[config.mk]
export PLATFORM = sky130hd
export DESIGN_NAME = corc_clock_output_routing_ctrl
export DESIGN_NICKNAME = d
export VERILOG_FILES = /design/src/hw/corc_pkg.sv /design/src/hw/corc_clock_output_routing_ctrl.sv /design/src/hw/corc_post_div.sv
export SDC_FILE = /design/constraint.sdc
export NUM_CORES = 1
export LEC_CHECK = 0
export BUFFER_PORTS_ARGS = -buffer_cell sky130_fd_sc_hd__clkbuf_2
export CORE_MARGIN = 2
export CORE_UTILIZATION = 60
export CTS_BUF_LIST = sky130_fd_sc_hd__clkbuf_4 sky130_fd_sc_hd__clkbuf_8 sky130_fd_sc_hd__clkbuf_16
export DETAILED_ROUTE_END_ITERATION = 12
export GPL_TIMING_DRIVEN = 0
export PLACE_DENSITY = 0.82
export SYNTH_ARGS = -nofsm -noshare
export SYNTH_HDL_FRONTEND = slang
export SYNTH_SLANG_ARGS = --single-unit
[constraint.sdc]
create_clock -name clk_i -period 10.8 [get_ports clk_i]
set_clock_uncertainty 0.1 [all_clocks]
set_input_delay 0.54 -clock clk_i [delete_from_list [all_inputs] [get_ports clk_i]]
set_output_delay 0.54 -clock clk_i [all_outputs]
set_load 0.01 [all_outputs]
[src/hw/corc_pkg.sv]
package corc_pkg;

    // clock and timing
    localparam int CLK_PERIOD_PS = 25_000;
    localparam int LOCK_TIME_TYP_US = 1000;
    localparam int LOCK_TIME_MAX_US = 3000;
    // divide first: the full product for the maximum overflows a 32-bit int
    localparam int LOCK_CYCLES_TYP = LOCK_TIME_TYP_US * (1_000_000 / CLK_PERIOD_PS);
    localparam int LOCK_CYCLES_MAX = LOCK_TIME_MAX_US * (1_000_000 / CLK_PERIOD_PS);
    localparam int LOCK_CNT_W = 17;

    // synthesizer model: tick threshold is the predivider scaled by 2**SYN_SCALE_SH
    localparam int SYN_P_W = 11;
    localparam int SYN_Q_W = 8;
    localparam int SYN_SCALE_SH = 4;
    localparam int SYN_ACC_W = SYN_Q_W + SYN_SCALE_SH;
    localparam int NUM_SYNTH = 3;
    localparam int NUM_OUT = 3;

    localparam int DIV_W = 7;
    localparam int CAP_W = 6;
    localparam int DRV_W = 2;

    // crosspoint source codes
    localparam logic [1:0] SRC_REF = 2'h0;
    localparam logic [1:0] SRC_SYN_ONE = 2'h1;
    localparam logic [1:0] SRC_SYN_TWO = 2'h2;
    localparam logic [1:0] SRC_SYN_THREE = 2'h3;

    // output indices
    localparam int OUT_A = 0;
    localparam int OUT_B = 1;
    localparam int OUT_C = 2;

    localparam logic [CAP_W-1:0] CAP_BYPASS_CODE = 6'h00;

    typedef enum logic [1:0] {
        CORC_FN_FSEL,
        CORC_FN_SUSP,
        CORC_FN_OE,
        CORC_FN_SHDN
    } corc_pin_fn_t;

    typedef struct packed {
        logic [SYN_P_W-1:0] p;
        logic [SYN_Q_W-1:0] q;
    } corc_synth_t;

    typedef struct packed {
        corc_pin_fn_t pin_fn;
        logic fsel_susp;
        corc_synth_t [NUM_SYNTH-1:0] synth;
        corc_synth_t synth_one_alt;
        logic [NUM_OUT-1:0][1:0] src_sel;
        logic [NUM_OUT-1:0] invert;
        logic [1:0][DIV_W-1:0] div_a;
        logic [1:0][DIV_W-1:0] div_b;
        logic [DIV_W-1:0] div_c;
        logic [NUM_SYNTH-1:0] susp_synth;
        logic [NUM_OUT-1:0] susp_out;
        logic [CAP_W-1:0] cap_load;
        logic [DRV_W-1:0] xtal_drive;
        logic cap_bypass;
    } corc_cfg_t;

endpackage

[src/hw/corc_clock_output_routing_ctrl.sv]
`timescale 1ns/100ps
//Contract
// control pin takes one of four functions
// select level picks one of two settings
// divider changes from select are glitch free
// suspend may ride along with frequency select
// enable mode: low floats all outputs
// shutdown low floats outputs, stops everything
// synthesizers relock after leaving shutdown
// lock completes within 3 ms, 1 typical
// suspended synthesizer never feeds active output
// suspend stops synth logic, floats outputs
// six-bit load capacitance, 0.375 pF steps
// oscillator drive strength is configurable
// driven reference bypasses caps, feedback floats
// crosspoint routes four sources to three outputs
// outputs A, B pick divider by select
// output C uses single divider setting
// inverted synth phase selectable per output
// synth rate is reference times P over Q; the model runs at reference times P over 16 Q
// divider value N divides by N
// control pin synchronized before use
module corc_clock_output_routing_ctrl
    import corc_pkg::*;
#(
    parameter int LOCK_CYC = LOCK_CYCLES_TYP
)
(
    input wire logic clk_i,
    input wire logic rst_i,
    input wire corc_cfg_t cfg_i,
    input wire logic freq_select_i,
    output logic clock_out_a_o,
    output logic clock_out_a_oe_o,
    output logic clock_out_b_o,
    output logic clock_out_b_oe_o,
    output logic clock_out_c_o,
    output logic clock_out_c_oe_o,
    output logic crystal_feedback_oe_o,
    output logic osc_run_o,
    output logic [CAP_W-1:0] cap_code_o,
    output logic [DRV_W-1:0] xtal_drive_o,
    output logic [NUM_SYNTH-1:0] synth_locked_o
);

    logic pin_s1_q, pin_s2_q;
    logic pin;
    logic shdn_act, oe_off, susp_act, fs_sel;

    always_ff @(posedge clk_i)
    begin
        if (rst_i)
        begin
            pin_s1_q <= 1'b1;
            pin_s2_q <= 1'b1;
        end
        else
        begin
            pin_s1_q <= freq_select_i;
            pin_s2_q <= pin_s1_q;
        end
    end

    always_comb
    begin
        pin = pin_s2_q;
        shdn_act = (cfg_i.pin_fn == CORC_FN_SHDN) && !pin;
        oe_off = (cfg_i.pin_fn == CORC_FN_OE) && !pin;
        susp_act = ((cfg_i.pin_fn == CORC_FN_SUSP) || ((cfg_i.pin_fn == CORC_FN_FSEL) && cfg_i.fsel_susp)) && !pin;
        fs_sel = (cfg_i.pin_fn == CORC_FN_FSEL) && pin;
    end

    // reference as a source: a toggle that runs unless shut down
    logic ref_ph_q, ref_ph_d;
    always_comb
    begin
        ref_ph_d = shdn_act ? 1'b0 : !ref_ph_q;
    end

    logic [NUM_SYNTH-1:0] ph_q, ph_d, syn_run, locked;
    logic [NUM_SYNTH-1:0][SYN_ACC_W-1:0] acc_q, acc_d;
    logic [NUM_SYNTH-1:0][LOCK_CNT_W-1:0] lk_q, lk_d;

    for (genvar k = 0; k < NUM_SYNTH; k++)
    begin : g_syn
        corc_synth_t set;
        logic [SYN_Q_W-1:0] q_eff;
        logic [SYN_ACC_W-1:0] thr;
        logic [SYN_ACC_W:0] sum;

        always_comb
        begin
            set = (k == 0 && fs_sel) ? cfg_i.synth_one_alt : cfg_i.synth[k];
            q_eff = (set.q == 8'h00) ? 8'h01 : set.q;
            thr = {q_eff, 4'h0};
            sum = {1'b0, acc_q[k]} + 13'(set.p);
            syn_run[k] = !shdn_act && !(susp_act && cfg_i.susp_synth[k]);
            locked[k] = (lk_q[k] == LOCK_CNT_W'(LOCK_CYC));
            acc_d[k] = acc_q[k];
            ph_d[k] = ph_q[k];
            lk_d[k] = lk_q[k];
            if (!syn_run[k])
            begin
                // stopped synth loses lock and must reacquire it
                acc_d[k] = '0;
                ph_d[k] = 1'b0;
                lk_d[k] = '0;
            end
            else
            begin
                // at most one tick per cycle: the model tops out at the reference toggle rate
                if (sum >= {1'b0, thr})
                begin
                    acc_d[k] = SYN_ACC_W'(sum - {1'b0, thr});
                    ph_d[k] = !ph_q[k];
                end
                else
                begin
                    acc_d[k] = sum[SYN_ACC_W-1:0];
                end
                if (!locked[k])
                begin
                    lk_d[k] = lk_q[k] + 17'h0_0001;
                end
            end
        end

        always_ff @(posedge clk_i)
        begin
            if (rst_i)
            begin
                acc_q[k] <= '0;
                ph_q[k] <= 1'b0;
                lk_q[k] <= '0;
            end
            else
            begin
                acc_q[k] <= acc_d[k];
                ph_q[k] <= ph_d[k];
                lk_q[k] <= lk_d[k];
            end
        end
    end

    logic [NUM_SYNTH:0] src_now, src_nxt, src_ok;
    always_comb
    begin
        src_now = {ph_q, ref_ph_q};
        src_nxt = {ph_d, ref_ph_d};
        // outputs only see a synth once it is locked and running
        src_ok = {locked & syn_run, !shdn_act};
    end

    logic [NUM_OUT-1:0] oe_q, oe_d, clk_out;
    logic [NUM_OUT-1:0][DIV_W-1:0] div_sel;

    always_comb
    begin
        div_sel[OUT_A] = cfg_i.div_a[fs_sel];
        div_sel[OUT_B] = cfg_i.div_b[fs_sel];
        div_sel[OUT_C] = cfg_i.div_c;
    end

    for (genvar x = 0; x < NUM_OUT; x++)
    begin : g_out
        logic [1:0] sel;
        logic lvl_now, lvl_nxt, run;

        always_comb
        begin
            sel = cfg_i.src_sel[x];
            lvl_now = src_now[sel] ^ cfg_i.invert[x];
            lvl_nxt = src_nxt[sel] ^ cfg_i.invert[x];
            oe_d[x] = !oe_off && !shdn_act && !(susp_act && cfg_i.susp_out[x]);
            run = src_ok[sel] && !shdn_act && !(susp_act && cfg_i.susp_out[x]);
        end

        corc_post_div u_div (
            .clk_i(clk_i),
            .rst_i(rst_i),
            .run_i(run),
            .edge_i(lvl_nxt && !lvl_now),
            .lvl_i(lvl_nxt),
            .div_i(div_sel[x]),
            .clk_o(clk_out[x])
        );
    end

    logic [CAP_W-1:0] cap_q, cap_d;
    logic fb_oe_q, fb_oe_d, osc_q, osc_d;
    logic [DRV_W-1:0] drv_q, drv_d;
    logic [NUM_SYNTH-1:0] lock_out_q;

    always_comb
    begin
        cap_d = cfg_i.cap_bypass ? CAP_BYPASS_CODE : cfg_i.cap_load;
        drv_d = cfg_i.xtal_drive;
        fb_oe_d = !cfg_i.cap_bypass && !shdn_act;
        osc_d = !shdn_act;
    end

    always_ff @(posedge clk_i)
    begin
        if (rst_i)
        begin
            ref_ph_q <= 1'b0;
            oe_q <= '0;
            cap_q <= '0;
            drv_q <= '0;
            fb_oe_q <= 1'b0;
            osc_q <= 1'b0;
            lock_out_q <= '0;
        end
        else
        begin
            ref_ph_q <= ref_ph_d;
            oe_q <= oe_d;
            cap_q <= cap_d;
            drv_q <= drv_d;
            fb_oe_q <= fb_oe_d;
            osc_q <= osc_d;
            lock_out_q <= locked;
        end
    end

    assign clock_out_a_o = clk_out[OUT_A];
    assign clock_out_b_o = clk_out[OUT_B];
    assign clock_out_c_o = clk_out[OUT_C];
    assign clock_out_a_oe_o = oe_q[OUT_A];
    assign clock_out_b_oe_o = oe_q[OUT_B];
    assign clock_out_c_oe_o = oe_q[OUT_C];
    assign cap_code_o = cap_q;
    assign xtal_drive_o = drv_q;
    assign crystal_feedback_oe_o = fb_oe_q;
    assign osc_run_o = osc_q;
    assign synth_locked_o = lock_out_q;
endmodule // corc_clock_output_routing_ctrl

[src/hw/corc_post_div.sv]
`timescale 1ns/100ps
module corc_post_div
    import corc_pkg::*;
(
    input wire logic clk_i,
    input wire logic rst_i,
    input wire logic run_i,
    input wire logic edge_i,
    input wire logic lvl_i,
    input wire logic [DIV_W-1:0] div_i,
    output logic clk_o
);

    logic [DIV_W-1:0] cnt_q, cnt_d;
    logic [DIV_W-1:0] div_q, div_d;
    logic out_q, out_d;
    logic wrap;
    logic [DIV_W:0] half;

    always_comb
    begin
        cnt_d = cnt_q;
        div_d = div_q;
        out_d = 1'b0;
        wrap = ({1'b0, cnt_q} + 8'h01) >= {1'b0, div_q};
        half = ({1'b0, div_q} + 8'h01) >> 1;
        if (!run_i)
        begin
            cnt_d = '0;
            div_d = div_i;
        end
        else
        begin
            if (edge_i)
            begin
                // new value only taken at a period boundary: no runt pulses
                if (wrap)
                begin
                    cnt_d = '0;
                    div_d = div_i;
                end
                else
                begin
                    cnt_d = cnt_q + 7'h01;
                end
            end
            if (div_q == 7'h01)
            begin
                out_d = lvl_i;
            end
            else
            begin
                // zero holds the output low
                out_d = (div_q != 7'h00) && ({1'b0, cnt_d} < half);
            end
        end
    end

    always_ff @(posedge clk_i)
    begin
        if (rst_i)
        begin
            cnt_q <= '0;
            div_q <= '0;
            out_q <= 1'b0;
        end
        else
        begin
            cnt_q <= cnt_d;
            div_q <= div_d;
            out_q <= out_d;
        end
    end

    assign clk_o = out_q;
endmodule // corc_post_div

==> impl_metrics.toml <==
[synthesis]
synthAdderAreaFrac_pct = 14.0
synth_area_mm2 = 0.0111
synth-async-reset-ratio_pct = 0
synth_cells = 1323
muxShareOfSynthArea_pct = 7.74
synthSimpleGateAreaFrac_pct = 23.3
ys_warn_count = 0
synth_top_family_by_area = "simple AND/OR/NAND/NOR gates"
synth_seq_area_share_pct = 27.7
syn_area_per_cell_um2 = 8.42
yosys.area.top_type_share_pct = 27.7
synth.net_count = 1585
yosys-top-cells-area = "dfxtp_1, ha_1, nor2_1, xnor2_1, xor2_1"
ys_types = 74
yosysTopAreaCell = "dfxtp_1"
synth_flop_cell = "dfxtp_1"
synth_compound_area_share_pct = 14.2
synth-seq-cells = 154
synth-xor-area-share_pct = 9.03
synth-edff-count = 0

[grt]
grt_pass1_vias = 9764
grtUsageTotal_pct = 27.6
overflow = 0
grt_max_degree = 17
antenna_found_initial = 0
grt_pass1_wl_um = 45000

[setup_path]
critPathArrivalTime_ns = 8.29
slowest_delay_ns = 0.52
critPathTopFamily = "compound AO/OA/AOI/OAI gates"
critPathRequiredTime_ns = 11.06
path_buf_inv = 4
cp_slowest_cell = "buf_1"
critPathCaptureType = "flop"
cpMostUsedCell = "a21oi_1"
critPathMaxFanout = 10
crit_type = "in2reg"
worst_setup_path_start_kind = "primary input"

[floorplanning]
dieWidth_um = 140
dieArea_mm2 = 0.0197
start_util_pct = 61.6
std_cell_rows = 49
core_mm2 = 0.0181
die_h_um = 140
num_io_pins = 160

[placement]
dpl.hpwl_um = 20700
gp_congestion = 0.930
port_buffers = 156

[run_status]
outcome = "complete, no violations"

[clocking]
cts_tree = "built"
post-cts-setup-buffers = 0
cts_root_buf = "clkbuf_16"
clk_path_buf_depth = 2
hold_buffers = 0
cts_sinks = 154
clk_pin_slew_worst_paths_ns = 0.07
cts_made_buffers = 17
clk-insertion-delay-late_ns = 0.43
htreeDepth = 4
cts_resized = 0

[timing]
min_period_ns = 8.02
maxSlewViolCount = 0
fmax_mhz = 125
period_share_pct = 74.3
tightestPinTransition_ns = 1.01
fin_setup_tns_ns = 0
slew_headroom_pct = 32.6
setup_viol = 0
grt_setup_unrepaired = "no"
finalHoldViolCount = 0

[cells_and_area]
antennaDiodeCount = 0
final_util_pct = 70.7
drive_gt1_share_pct = 16.6
syn_to_final_growth_pct = 14.8
fin_nets = 1760

[detailed_routing]
viasPerCell = 5.74
drt_iter0_markers = 633
drc = 0
ant_nets = 0
wl_per_cell_um = 15.4
drt_first_pass_iters = 5
wl_um = 26800
via_count = 9983

[power]
ir_drop_uv = 129
power_leakage_nw = 5.76
p_per_area_mw_per_mm2 = 204

[flow_run]
maxCapViolCount = 0

[hold_path]
hold_class = "in2reg"
[synthesized netlist by cell type, types with 8 or more instances]
master    number
o21a_1        15
o21ai_1       12
a21oi_1       61
nand3_1       47
nor2_1       160
and3_1        25
mux2_1        10
dfxtp_1      154
nand2b_1      33
inv_1         84
nand2_1       50
nor2b_1       43
or3_1          9
mux2_2        23
a21boi_0       8
nand4_1       18
o211ai_1       9
xor2_1        53
nor3b_1       12
a31oi_1        8
a21o_1        26
nor4_1        12
and2_1        16
ha_1         115
or2_2         12
clkbuf_1      30
nor3_1        34
xnor2_1       60
o21ai_0       47
mux2i_1       40
[worst register-to-register path, delay by kind of cell (launching register included)]
family | cells | cell delay, ns
AOI/OAI and AO/OA | 15 | 2.63
and+or+nand+nor | 6 | 1.39
muxes | 3 | 1.34
adders and majority gates | 3 | 1.00
buffers and inverters | 2 | 0.87
DFF | 1 | 0.41
xor gates and xnor gates | 1 | 0.16
[state kept, by name (all words and copies together) (netlist names)]
register / cells
g_out.u_div.div_q: 21
cap_code_o: 6
xtal_drive_o: 2
acc_q: 36
pin_s1_q: 1
crystal_feedback_oe_o: 1
osc_run_o: 1
oe_q: 3
pin: 1
g_out.u_div.clk_o: 3
g_out.u_div.cnt_q: 21
ref_ph_q: 1
synth_locked_o: 3
lk_q: 51
ph_q: 3
[worst paths after layout]
path / startpoint / to / slack [ns] / cells after the start
worst max-delay path: cfg_i[137] / g_out[2].u_div.clk_o$_SDFF_PP0_ / 2.78 / 32
worst min-delay path: cfg_i[0] / crystal_feedback_oe_o$_SDFF_PP0_ / 0.18 / 2
worst max register to register: pin$_SDFF_PP1_ / g_out[2].u_div.clk_o$_SDFF_PP0_ / 2.84 / 30
worst min register to register: pin_s1_q$_SDFF_PP1_ / pin$_SDFF_PP1_ / 0.32 / 1
[cell type report]
type | instances | area, um^2
well taps | 229 | 287
fillers | 1397 | 5300
inverters | 84 | 315
clock inverters | 15 | 158
multi-input cells | 1050 | 7600
repair buffers | 156 | 781
flip-flops and latches | 154 | 3080
plain buffers | 35 | 136
clock buffers | 17 | 425
[placed cells by master (no fill, tap or decap), types with 9 or more instances in the layout]
cell,n
nand3_1,47
clkbuf_1,30
o211ai_1,9
inv_1,84
xor2_1,53
xnor2_1,60
mux2i_1,40
clkbuf_2,156
mux2_2,23
nor3_1,34
o21a_1,15
nand2_1,50
ha_1,115
nor3b_1,12
nor2_1,160
nand2b_1,33
nor2b_1,43
dfxtp_1,154
nor4_1,12
mux2_1,10
o21ai_0,47
a21oi_1,61
clkbuf_16,17
and2_1,16
and3_1,25
nand4_1,18
or3_1,9
o21ai_1,12
or2_2,12
a21o_1,26
[metrics by stage]
stage	hold slack [ns]	setup WS (ns)	power, W	cells	area (um^2)
2_1_floorplan	0.289	3.66	0.00173	1323	11100
3_3_place_gp	0.291	2.60	0.00196	1708	12200
3_5_place_dp	0.305	2.35	0.00199	1708	12200
4_1_cts	0.170	2.80	0.00260	1740	12800
5_1_grt	0.186	2.19	0.00279	1740	12800
6_report	0.181	2.78	0.00260	1740	12800
[logic make-up after synthesis]
family                     after synthesis
DFF                                    154
xor gates and xnor gates               114
muxes                                   77
AOI/OAI and AO/OA                      236
buffers and inverters                  119
and+or+nand+nor                        502
adders and majority gates              121
[power breakdown]
group          total (W)  leakage (nW)  internal (W)  switching, W
logic            0.00133          4.21      0.000590      0.000744
registers       0.000674          1.26      0.000637     0.0000380
clock network   0.000595         0.281      0.000326      0.000269
total            0.00260          5.76       0.00155       0.00105
[metal layers]
layer | routed length [um] | global-route usage [%] | vias to the layer above | share of wire, %
met1 | 12100 | 35.9 | 4653 | 45
met2 | 12900 | 47.6 | 276 | 48
li1 | - | - | 5009 | -
met4 | 540 | 7.66 | 0 | 2.0
met3 | 1330 | 4.31 | 45 | 4.9
met5 | 0 | 0 | - | 0
Power figures use the tool's default switching activity.
